$ cat config.mk
export PLATFORM = sky130hd
export DESIGN_NAME = hhp_top
export DESIGN_NICKNAME = d
export VERILOG_FILES = /design/src/rtl/hhp_pkg.sv /design/src/rtl/hhp_top.sv
export VERILOG_INCLUDE_DIRS = /design/src /design/src/rtl
export SDC_FILE = /design/constraint.sdc
export NUM_CORES = 1
export LEC_CHECK = 0
export BUFFER_PORTS_ARGS = -buffer_cell sky130_fd_sc_hd__buf_2
export CAP_MARGIN = 20
export CORE_ASPECT_RATIO = 1.4
export CORE_MARGIN = 2
export CORE_UTILIZATION = 35
export DETAILED_ROUTE_END_ITERATION = 12
export GPL_TIMING_DRIVEN = 0
export PLACE_DENSITY = 0.59
export SLEW_MARGIN = 20
export SYNTH_ARGS = -nofsm -noshare
export SYNTH_HDL_FRONTEND = slang
export SYNTH_SLANG_ARGS = --single-unit
$ cat constraint.sdc
create_clock -name clock_i -period 2 [get_ports clock_i]
set_clock_uncertainty 0.1 [all_clocks]
set_input_delay 0.6 -clock clock_i [delete_from_list [all_inputs] [get_ports clock_i]]
set_output_delay 0.6 -clock clock_i [all_outputs]
set_load 0.03 [all_outputs]
$ cat src/rtl/hhp_regs.svh
/*
 mode and reset constants for the handler handshake polarity block.
 assumes it is included by bare name from rtl files.
*/
`ifndef HHP_REGS_SVH
`define HHP_REGS_SVH

// -----------------------------------------------------------------
// completion indicator modes
// -----------------------------------------------------------------
`define HHP_DONE_LOW 2'h0
`define HHP_DONE_HIGH 2'h1
`define HHP_DONE_INVLOW 2'h2
`define HHP_DONE_SPARE 2'h3
`define HHP_DONE_RST `HHP_DONE_HIGH

// -----------------------------------------------------------------
// busy polarity and trigger defaults
// -----------------------------------------------------------------
`define HHP_BUSY_HIGH 1'h1
`define HHP_BUSY_RST `HHP_BUSY_HIGH
`define HHP_EDGE_FIRST 1'h0
`define HHP_EDGE_SECOND 1'h1
`define HHP_EDGE_RST `HHP_EDGE_SECOND
`define HHP_ISO_RST 1'h1

`endif

$ cat src/rtl/hhp_pkg.sv
/*
 types for the handler handshake polarity block.
 assumes nothing of its surroundings.
*/
package hhp_pkg;
	// measurement sequencer states
	typedef enum logic [1:0] {HHP_IDLE, HHP_MEAS, HHP_DONE} hhp_state_e;
endpackage : hhp_pkg

$ cat src/rtl/hhp_top.sv
/*
 handshake between the instrument and a component handler: trigger
 qualification, busy and completion indicators with selectable polarity.
 assumes static configuration inputs and a measurement core that pulses
 meas_done_i; start_in_i is asynchronous.
*/
// Notes on behaviour
// active-low mode drives completion low when done
// active-high mode drives completion high when done
// alternative mode holds completion low while invalid
// busy high polarity holds busy high while invalid
// busy low polarity holds busy low while invalid
// trigger uses exactly one path, else ignored
// first edge: isolated falling, logic rising
// second edge: isolated rising, logic falling
// reset default: high, high, isolated, rising
// synchronise trigger, one start per edge
// same behaviour in plain and sweep modes
`include "hhp_regs.svh"
`timescale 1ns/1ps
`default_nettype none

module hhp_top
	import hhp_pkg::*;
(
	// clock and reset
	input wire logic clock_i,
	input wire logic rst_i,
	// configuration straps
	input wire logic [1:0] done_mode_i,
	input wire logic busy_pol_i,
	input wire logic path_logic_i,
	input wire logic path_iso_a_i,
	input wire logic path_iso_b_i,
	input wire logic edge_sel_i,
	input wire logic sweep_mode_i,
	// handler trigger pin
	input wire logic start_in_i,
	// measurement core
	input wire logic meas_done_i,
	output logic meas_start_o,
	// handler control outputs
	output logic done_o,
	output logic busy_o,
	output logic cfg_err_o
);

	// -----------------------------------------------------------------
	// synchroniser and configuration
	// -----------------------------------------------------------------
	logic sync1_r; // first stage, read only by sync2_r
	logic sync2_r; // second stage
	logic prev_r; // previous synchronised level
	logic [1:0] dmode_r; // latched completion mode
	logic bpol_r; // latched busy polarity
	logic esel_r; // latched edge option
	logic iso_r; // latched isolated path
	logic perr_r; // latched path conflict
	logic cfg_ld_r; // straps sampled once after release
	logic [1:0] arm_r; // edge detector armed once prev_r holds a real pin level

	// path legality: exactly one path chosen
	wire iso_ok = path_iso_a_i & path_iso_b_i & ~path_logic_i;
	wire logic_ok = path_logic_i & ~path_iso_a_i & ~path_iso_b_i;
	// sweep mode changes only bin meaning, never these controls
	wire unused_sweep = sweep_mode_i;

	// sample straps on the first clock after reset, defaults meanwhile
	always_ff @(posedge clock_i or posedge rst_i)
	begin
		if (rst_i)
		begin
			cfg_ld_r <= 1'h0;
			dmode_r <= `HHP_DONE_RST;
			bpol_r <= `HHP_BUSY_RST;
			esel_r <= `HHP_EDGE_RST;
			iso_r <= `HHP_ISO_RST;
			perr_r <= 1'h0;
		end
		else if (!cfg_ld_r)
		begin
			cfg_ld_r <= 1'h1;
			dmode_r <= done_mode_i;
			bpol_r <= busy_pol_i;
			esel_r <= edge_sel_i;
			iso_r <= iso_ok;
			perr_r <= ~(iso_ok | logic_ok);
		end
	end

	// two flip-flop synchroniser on the trigger pin
	// prev_r leaves reset low, so a pin idling high would look like a rising
	// edge; arm_r masks edge detection until the chain holds real pin levels
	always_ff @(posedge clock_i or posedge rst_i)
	begin
		if (rst_i)
		begin
			sync1_r <= 1'h0;
			sync2_r <= 1'h0;
			prev_r <= 1'h0;
			arm_r <= 2'h0;
		end
		else
		begin
			sync1_r <= start_in_i;
			sync2_r <= sync1_r;
			prev_r <= sync2_r;
			// shifts in the strap load flag, two edges behind it
			arm_r <= {arm_r[0], cfg_ld_r};
		end
	end

	// -----------------------------------------------------------------
	// edge qualification
	// -----------------------------------------------------------------
	wire rise = sync2_r & ~prev_r;
	wire fall = ~sync2_r & prev_r;
	// isolated path inverts the sense of each edge option
	wire want_rise = (esel_r == `HHP_EDGE_SECOND) ? iso_r : ~iso_r;
	// edges that fall inside the arming window after reset are dropped
	wire trig = arm_r[1] & ~perr_r & (want_rise ? rise : fall);

	// -----------------------------------------------------------------
	// sequencer
	// -----------------------------------------------------------------
	hhp_state_e state_r;
	hhp_state_e state_nxt;

	// next state: edges ignored while measuring, accepted in idle and done
	always_comb
	begin
		state_nxt = state_r;
		case (state_r)
			HHP_IDLE: if (trig) state_nxt = HHP_MEAS;
			HHP_MEAS: if (meas_done_i) state_nxt = HHP_DONE;
			HHP_DONE: if (trig) state_nxt = HHP_MEAS;
			default: state_nxt = HHP_IDLE;
		endcase
	end

	wire invalid_nxt = (state_nxt == HHP_MEAS);
	wire start_nxt = (state_r != HHP_MEAS) & (state_nxt == HHP_MEAS);
	wire ready_nxt = (state_nxt == HHP_DONE);
	// completion level per mode
	wire done_lvl = (dmode_r == `HHP_DONE_LOW) ? ~ready_nxt :
		(dmode_r == `HHP_DONE_INVLOW) ? ~invalid_nxt :
		ready_nxt;
	wire busy_lvl = bpol_r ? invalid_nxt : ~invalid_nxt;

	// state and registered outputs
	always_ff @(posedge clock_i or posedge rst_i)
	begin
		if (rst_i)
		begin
			state_r <= HHP_IDLE;
			meas_start_o <= 1'h0;
			done_o <= 1'h0;
			busy_o <= 1'h0;
			cfg_err_o <= 1'h0;
		end
		else
		begin
			state_r <= state_nxt;
			meas_start_o <= start_nxt;
			done_o <= done_lvl;
			busy_o <= busy_lvl;
			cfg_err_o <= perr_r;
		end
	end

	// -----------------------------------------------------------------
	// assertions
	// -----------------------------------------------------------------
	// busy stands at its invalid level for the whole measurement
	busy_high_a: assert property (@(posedge clock_i) disable iff (rst_i)
		(bpol_r && state_r == HHP_MEAS) |-> busy_o)
		else $error("busy not high while invalid");
	busy_low_a: assert property (@(posedge clock_i) disable iff (rst_i)
		(!bpol_r && state_r == HHP_MEAS) |-> !busy_o)
		else $error("busy not low while invalid");
	// busy turns invalid on the same edge as the start pulse
	start_busy_a: assert property (@(posedge clock_i) disable iff (rst_i)
		meas_start_o |-> (busy_o == bpol_r))
		else $error("busy late at start");
	// completion level once the result is ready
	done_high_a: assert property (@(posedge clock_i) disable iff (rst_i)
		(dmode_r == `HHP_DONE_HIGH && state_r == HHP_DONE) |-> done_o)
		else $error("done not high");
	// the spare mode code behaves as high-when-ready
	spare_high_a: assert property (@(posedge clock_i) disable iff (rst_i)
		(dmode_r == `HHP_DONE_SPARE && state_r == HHP_DONE) |-> done_o)
		else $error("spare mode done not high");
	done_low_a: assert property (@(posedge clock_i) disable iff (rst_i)
		(dmode_r == `HHP_DONE_LOW && state_r == HHP_DONE) |-> !done_o)
		else $error("done not low");
	// invalid-low mode pulls completion low during the measurement
	done_inv_a: assert property (@(posedge clock_i) disable iff (rst_i)
		(dmode_r == `HHP_DONE_INVLOW && state_r == HHP_MEAS) |-> !done_o)
		else $error("done not low while invalid");
	// illegal straps keep the sequencer parked with no start
	bad_path_a: assert property (@(posedge clock_i) disable iff (rst_i)
		perr_r |-> (state_r == HHP_IDLE && !meas_start_o))
		else $error("start with illegal path");
	// each qualifying edge starts a measurement on the following edge
	iso_rise_a: assert property (@(posedge clock_i) disable iff (rst_i)
		(iso_r && esel_r && !perr_r && arm_r[1] && state_r != HHP_MEAS && $rose(sync2_r)) |=> meas_start_o)
		else $error("isolated rising edge missed");
	iso_fall_a: assert property (@(posedge clock_i) disable iff (rst_i)
		(iso_r && !esel_r && !perr_r && arm_r[1] && state_r != HHP_MEAS && $fell(sync2_r)) |=> meas_start_o)
		else $error("isolated falling edge missed");
	logic_rise_a: assert property (@(posedge clock_i) disable iff (rst_i)
		(!iso_r && !esel_r && !perr_r && arm_r[1] && state_r != HHP_MEAS && $rose(sync2_r)) |=> meas_start_o)
		else $error("logic rising edge missed");
	logic_fall_a: assert property (@(posedge clock_i) disable iff (rst_i)
		(!iso_r && esel_r && !perr_r && arm_r[1] && state_r != HHP_MEAS && $fell(sync2_r)) |=> meas_start_o)
		else $error("logic falling edge missed");
	// edges while measuring neither restart nor end the measurement
	busy_hold_a: assert property (@(posedge clock_i) disable iff (rst_i)
		(state_r == HHP_MEAS && !meas_done_i) |=> (state_r == HHP_MEAS && !meas_start_o))
		else $error("edge accepted while measuring");
	one_start_a: assert property (@(posedge clock_i) disable iff (rst_i)
		meas_start_o |-> !$past(meas_start_o))
		else $error("double start");
	// sweep mode leaves busy at its invalid level during the measurement, as in plain mode
	sweep_same_a: assert property (@(posedge clock_i) disable iff (rst_i)
		(unused_sweep && state_r == HHP_MEAS) |-> (busy_o == bpol_r))
		else $error("busy differs in sweep mode");
	// defaults hold until the straps are taken
	reset_def_a: assert property (@(posedge clock_i) disable iff (rst_i)
		!cfg_ld_r |-> (iso_r == `HHP_ISO_RST && esel_r == `HHP_EDGE_RST &&
		bpol_r == `HHP_BUSY_RST && dmode_r == `HHP_DONE_RST))
		else $error("bad defaults");

endmodule : hhp_top

`default_nettype wire

==> impl_results.md, run 1 <==
- Run status: finished clean
- Number of logic stages on the critical path including buffering: 4
- Pin slew with the least headroom to its limit: 0.668 ns
- Global router's overall resource usage: 0.101
- Post-detailed-placement half-perimeter wirelength: 742 um
- Critical Setup Path Class: flop to flop
- Minimum clock period: 1.62 ns
- First-pass detailed-route iteration total: 2
- Switching share of power: 0.280
- Synth Warn #: 0
- Clock power share: 0.232
- Worst Setup Start Kind: flop
- Path depth of the worst reg2reg path: 4
- Number of max-slew violations in the final report: 0
- Initial core utilization: 0.371
- Critical path data required time: 2.10 ns
- Max-capacitance violation count: 0
- Count of mapped cells out of synthesis: 58
- Number of antenna violations at the first check in global routing: 0
- Top Ports: 16
- Number of core rows: 19
- Setup Buffers After CTS: 0
- Largest net degree at the start of global routing: 19
- Relative slew slack: 0.554
- Leak: 0.376 nW
- Layout overhead on the synthesized area: 16.8%
- Total of buffers placed on input and output ports: 14
- Non-filler cells in the finished layout: 97
- Wire length of the first global-routing pass: 1840 um
- Routed length per placed instance: 10.4 um
- Antenna Violating Nets Remaining: 0
- Slowest stage cell, crit path: sky130_fd_sc_hd__dfstp_2
- Peak supply drop: 0.403 mV
- Final Wtd Congestion: 0.660
- Count of buffer and inverter cells on the critical path: 0
- Number of clock sinks seen by CTS: 18
- Max Clock Freq: 0.616 GHz
- Number of placed cells counting well taps: 93
- Count of cells resized by post-cts repair: 0
- Number of nets in the layout: 89
- Net count after synthesis: 70
- Register bit count reported by yosys: 18
- Average size of a mapped cell: 12.6 um^2
- Antenna cells: 0
- Areal power density over the cells: 899 nW/um^2
- Net Switching: 215 uW
- Number of CTS-inserted buffers: 3
- Cell-by-cell trace of the critical path: xnor2_1 -> mux2i_2 -> nor3b_1 -> nor4_2
- TritonCTS clock tree: done
- Mean number of vias per cell: 4.84
- Crit path DAT: 1.72 ns
- Number of hold violations in the final report: 0
- Clock latency at the later pin of the worst-skew pair: 0.28 ns
- Cell variety after synth: 22
- Buffer levels on the longest clock path: 2
- Worst hold margin: 0.255 ns
- Number of DRC violations after detailed routing: 0
- Fraction of layout instances using a drive strength above 1: 0.382
- Internal power summed over all cells: 553 uW
- Count of hold buffers inserted by post-cts repair: 0
- Share of power burned in registers: 0.581
- Setup Viol. Count Final: 0
- Post-Synthesis Cell Area: 732 um^2
- Top Registers: arm_r x2, dmode_r x2, state_r x2
- Core outline area: 1970 um^2
- Die area: 2480 um^2
- CP top delay family: flip-flops
- Root buffer selected by CTS: sky130_fd_sc_hd__clkbuf_4
- Y dimension of the die: 58.1 um
- Final Routed Wirelength: 1010 um
- Final worst-path cycle share: 0.811
- Critical-path maximum fanout: 6
- Number of instances on the worst hold path: 0
- Die boundary width: 42.7 um
- Number of levels the H-tree was split into: 1
- Sum of overflow across all layers after global routing: 0
- DRC marker count from the first detailed-route iteration: 4
- Setup repair after global routing missed its margin: no
- Number of global-route vias before repair: 427
- Hold WC Path Type: flop to flop
- Clock transition at path regs: 0.09 ns
- Total number of vias: 469
- Setup_tns: 0 ns
- CP Capture Type: flop
- Delay of the slowest critical-path stage: 0.55 ns
- Sequential-to-total area share from yosys stat: 0.622
- Logic pwr share: 0.187
[final timing paths]
path / start / to / slack [ns]
max in group asynchronous: rst_i / arm_r[0]$_DFF_PP0_ / 1.08
hold / removal: sync1_r$_DFF_PP0_ / sync2_r$_DFF_PP0_ / 0.25
setup reg to reg: iso_r$_DFFE_PP1N_ / done_o$_DFF_PP0_ / 0.38
hold reg to reg: sync1_r$_DFF_PP0_ / sync2_r$_DFF_PP0_ / 0.25
min in group asynchronous: rst_i / dmode_r[1]$_DFFE_PP0N_ / 0.30
setup / recovery: iso_r$_DFFE_PP1N_ / done_o$_DFF_PP0_ / 0.38
[Yosys cell counts, drive strengths merged]
cell    count  area [um^2]
a31oi       1         6.26
and4b       1         10.0
and4bb      2         25.0
clkbuf      2         7.51
conb        1         3.75
dfrtp      14          350
dfstp       4          105
inv         1         3.75
mux2        4         45.0
mux2i       1         13.8
nand2       6         22.5
nand3b      2         15.0
nor2        5         18.8
nor2b       1         6.26
nor3b       2         15.0
nor4        1         12.5
nor4bb      1         10.0
o211ai      1         7.51
o21ai       5         25.0
or4bb       1         11.3
xnor2       2         17.5
[cell type report]
class,count,area [um^2]
fill,210,1120
sequential,18,455
multi-input combinational,37,265
timing repair buffer,14,70.1
clock buffer,4,26.3
tap,21,26.3
buffer,2,7.51
inverter,1,3.75
[worst reg2reg max path: cells and delay by family (launching register included)]
| family | cells | cell delay, ns |
|---|---|---|
| simple gates | 2 | 0.35 |
| flops | 1 | 0.55 |
| mux | 1 | 0.39 |
| xor+xnor | 1 | 0.15 |
[layout by cell type (no fill, tap or decap)]
cell type,synthesis,layout
sky130_fd_sc_hd__nor4_2,1,1
sky130_fd_sc_hd__or4bb_1,1,1
sky130_fd_sc_hd__mux2i_2,1,1
sky130_fd_sc_hd__inv_1,1,1
sky130_fd_sc_hd__mux2_2,4,4
sky130_fd_sc_hd__nor2_1,5,5
sky130_fd_sc_hd__clkbuf_1,2,3
sky130_fd_sc_hd__dfstp_2,4,4
sky130_fd_sc_hd__conb_1,1,1
sky130_fd_sc_hd__nor3b_1,2,2
sky130_fd_sc_hd__a31oi_1,1,1
sky130_fd_sc_hd__nand3b_1,2,2
sky130_fd_sc_hd__nor4bb_1,1,1
sky130_fd_sc_hd__o21ai_1,1,1
sky130_fd_sc_hd__buf_2,0,14
sky130_fd_sc_hd__and4bb_2,2,2
sky130_fd_sc_hd__xnor2_1,2,2
sky130_fd_sc_hd__dfrtp_1,14,14
sky130_fd_sc_hd__and4b_1,1,1
sky130_fd_sc_hd__nor2b_1,1,1
sky130_fd_sc_hd__o211ai_1,1,1
sky130_fd_sc_hd__o21ai_0,4,4
sky130_fd_sc_hd__nand2_1,6,6
sky130_fd_sc_hd__clkbuf_4,0,3
[logic make-up (layout without fill, tap and decap cells)]
group,after synthesis,in the layout,synth area share
buffers and inverters,3,21,0.0154
and+or+nand+nor,22,22,0.200
AOI/OAI and AO/OA,7,7,0.0530
DFF,18,18,0.622
muxes,5,5,0.0803
other,1,1,0.00512
xor gates and xnor gates,2,2,0.0239
[power groups by stage]
stage | logic, mW | clock network [mW] | registers, mW
6_report | 0.143 | 0.178 | 0.446
3_5_place_dp | 0.146 | 0 | 0.453
5_1_grt | 0.157 | 0.211 | 0.453
3_3_place_gp | 0.143 | 0 | 0.452
2_1_floorplan | 0.0778 | 0 | 0.478
4_1_cts | 0.146 | 0.188 | 0.446
[metal layers]
metal | share of wire | up-vias | GRT usage | routed length (um)
met4 | 0.027 | 0 | 0.107 | 27
met5 | 0 | - | 0 | 0
li1 | - | 237 | - | -
met3 | 0.039 | 2 | 0.00935 | 39
met2 | 0.49 | 12 | 0.143 | 495
met1 | 0.44 | 218 | 0.127 | 442
[metrics by stage]
stage,power [mW],instance area [um^2],util,setup WS (ns)
2_1_floorplan,0.556,732,-,0.487
3_5_place_dp,0.599,828,0.420,0.311
4_1_cts,0.780,855,0.433,0.352
6_report,0.768,855,0.433,0.377
5_1_grt,0.822,855,0.433,0.246
3_3_place_gp,0.595,828,0.420,0.317
No activity file was read; power rests on OpenSTA's default activity.
==> run 2, diff against run 1 <==
==> constraint.sdc (replaced) <==
create_clock -name clock_i -period 1.7 [get_ports clock_i]
set_clock_uncertainty 0.1 [all_clocks]
set_input_delay 0.51 -clock clock_i [delete_from_list [all_inputs] [get_ports clock_i]]
set_output_delay 0.51 -clock clock_i [all_outputs]
set_load 0.03 [all_outputs]
==> run 2 against run 1 <==
  * Count of clock-buffer cells in the layout is the same
  * Register-to-register slack lost 0.25 ns
  * Largest cell class unchanged
  * Sequential power grew 17%
  * Flip-flop and latch count is the same
  * Core utilization grew 0.63 points
  * Global-route usage is the same
  * Cell count grew 1.0%
  * Total power grew 18%
  * Die area is the same
  * First-iteration DRC count shrank 25%
  * Worst setup slack lost 0.25 ns
  * Combinational power grew 20%
==> impl_results.md, run 2 (synthesis results as in run 1) <==
- Final worst-path cycle share: 0.926 (+0.115)
- Post-route worst setup slack: 0.126 ns (-0.252 ns)
- Count of buffer and inverter cells on the critical path: 1 (+1)
- Setup WS pre-CTS: 0.0741 ns (-0.237 ns)
- Clock transition at path regs: 0.09 ns (about the same)
- Y dimension of the die: 58.1 um (unchanged)
- Clock latency at the later pin of the worst-skew pair: 0.28 ns (about the same)
- Number of nets in the layout: 90 (+1.1%)
- TritonCTS clock tree: done
- Share of power burned in registers: 0.579 (-0.002)
- Count of hold buffers inserted by post-cts repair: 0 (unchanged)
- Mean number of vias per cell: 4.87 (+0.67%)
- DRC marker count from the first detailed-route iteration: 3 (-1)
- Net Switching: 253 uW (+18%)
- Buffer levels on the longest clock path: 2 (unchanged)
- Top Ports: 16 (unchanged)
- Largest net degree at the start of global routing: 19 (unchanged)
- Final Wtd Congestion: 0.660 (unchanged)
- Hold WC Path Type: input pin to async pin
- Root buffer selected by CTS: sky130_fd_sc_hd__clkbuf_4
- Worst Setup Start Kind: flop
- Crit path DAT: 1.67 ns (-0.05 ns)
- Delay of the slowest critical-path stage: 0.55 ns (about the same)
- Areal power density over the cells: 1040 nW/um^2 (+16%)
- Sum of overflow across all layers after global routing: 0 (unchanged)
- Routed length per placed instance: 10.4 um (+0.75%)
- Setup_tns: 0 ns (unchanged)
- Cell-by-cell trace of the critical path: xnor2_1 -> mux2i_2 -> buf_4 -> and4b_1 -> nor4_2
- Number of DRC violations after detailed routing: 0 (unchanged)
- Critical path data required time: 1.80 ns (-0.30 ns)
- Critical-path maximum fanout: 6 (unchanged)
- Logic pwr share: 0.189 (+0.002)
- Antenna cells: 0 (unchanged)
- Setup repair after global routing missed its margin: no
- Critical Setup Path Class: flop to flop
- Layout overhead on the synthesized area: 18.5%
- End of the worst register-to-register path: done_o$_DFF_PP0_
- Switching share of power: 0.279 (-0.000596)
- Number of clock sinks seen by CTS: 18 (unchanged)
- Internal power summed over all cells: 652 uW (+18%)
- Die boundary width: 42.7 um (unchanged)
- Path depth of the worst reg2reg path: 5 (+1)
- Total number of vias: 477 (+1.7%)
- CP top delay family: flip-flops
- Relative slew slack: 0.555 (+0.000827)
- Final Routed Wirelength: 1020 um (+1.8%)
- Number of max-slew violations in the final report: 0 (unchanged)
- Post-detailed-placement half-perimeter wirelength: 742 um (unchanged)
- First-pass detailed-route iteration total: 2 (unchanged)
- Number of fillers in the final layout: 210 (unchanged)
- Peak supply drop: 0.472 mV (+17%)
- Number of hold violations in the final report: 0 (unchanged)
- Number of CTS-inserted buffers: 3 (unchanged)
- FF-to-FF Start: esel_r$_DFFE_PP1N_
- Max Clock Freq: 0.635 GHz (+3.1%)
- Die area: 2480 um^2 (unchanged)
- CP Capture Type: flop
- Setup Viol. Count Final: 0 (unchanged)
- Core outline area: 1970 um^2 (unchanged)
- Slowest stage cell, crit path: sky130_fd_sc_hd__dfstp_2
- Minimum clock period: 1.57 ns (-0.0482 ns)
- Pin slew with the least headroom to its limit: 0.667 ns (-0.00124 ns)
- Wire length of the first global-routing pass: 1840 um (unchanged)
- Antenna Violating Nets Remaining: 0 (unchanged)
- Total of buffers placed on input and output ports: 14 (unchanged)
- Number of core rows: 19 (unchanged)
- Most frequent cells in the layout: 14 x sky130_fd_sc_hd__dfrtp_1, 14 x sky130_fd_sc_hd__buf_2, 6 x sky130_fd_sc_hd__nand2_1
- Number of antenna violations at the first check in global routing: 0 (unchanged)
- Fraction of layout instances using a drive strength above 1: 0.403 (+0.0210)
- Max-capacitance violation count: 0 (unchanged)
- Number of levels the H-tree was split into: 1 (unchanged)
- Clock power share: 0.232 (about the same)
- Initial core utilization: 0.371 (unchanged)
- Top Registers: arm_r x2, dmode_r x2, state_r x2
- Leak: 0.382 nW (+1.5%)
- Run status: finished clean
- Global router's overall resource usage: 0.101 (unchanged)
- Number of global-route vias before repair: 427 (unchanged)
- Slack of the worst reg-to-reg path: 0.13 ns (-0.25 ns)
## run 2: worst max path at each step
stage | end | start | cells past startpoint | slack [ns]
3_5_place_dp | done_o$_DFF_PP0_ | iso_r$_DFFE_PP1N_ | 4 | 0.07
5_1_grt | done_o$_DFF_PP0_ | iso_r$_DFFE_PP1N_ | 5 | 0.02
2_1_floorplan | done_o$_DFF_PP0_ | iso_r$_DFFE_PP1N_ | 4 | 0.20
4_1_cts | done_o$_DFF_PP0_ | iso_r$_DFFE_PP1N_ | 4 | 0.05
3_3_place_gp | done_o$_DFF_PP0_ | esel_r$_DFFE_PP1N_ | 4 | 0.09
6_report | done_o$_DFF_PP0_ | esel_r$_DFFE_PP1N_ | 5 | 0.13
## run 2: routing by layer
layer | vias to the layer above | GRT usage | part of all wire
met2 | 12 | 0.143 | 0.50
li1 | 240 | - | -
met1 | 223 | 0.127 | 0.43
met3 | 2 | 0.00935 | 0.038
met4 | 0 | 0.107 | 0.026
met5 | - | 0 | 0
## run 2: area by class of cell
| type | count | area (um^2) | area share |
|---|---|---|---|
| inverter | 1 | 3.75 | 0.00433 |
| buffer | 2 | 7.51 | 0.00866 |
| multi-input combinational | 37 | 270 | 0.312 |
| sequential | 18 | 455 | 0.525 |
| timing repair buffer | 15 | 77.6 | 0.0895 |
| tap | 21 | 26.3 | 0.0303 |
| clock buffer | 4 | 26.3 | 0.0303 |
## run 2: what timing repair did
item | CTS | global route
setup buffers | 0 | 1
setup endpoints to repair | 0 | 2
gates resized for setup | 0 | 1
## run 2: power groups by stage
stage	logic [mW]	clock network [mW]	registers [mW]
finish	0.171	0.210	0.524
global placement	0.169	0	0.531
global route	0.188	0.249	0.533
detailed placement	0.171	0	0.533
floorplan	0.0916	0	0.562
CTS	0.172	0.221	0.525
## run 2: through the flow
| stage | cell area, um^2 | hold WS (ns) | cells | util | power, mW |
|---|---|---|---|---|---|
| floorplan | 732 | 0.231 | 58 | - | 0.654 |
| global placement | 828 | 0.232 | 93 | 0.420 | 0.700 |
| detailed placement | 828 | 0.235 | 93 | 0.420 | 0.705 |
| CTS | 855 | 0.217 | 97 | 0.433 | 0.918 |
| global route | 867 | 0.197 | 98 | 0.439 | 0.970 |
| finish | 867 | 0.208 | 98 | 0.439 | 0.905 |
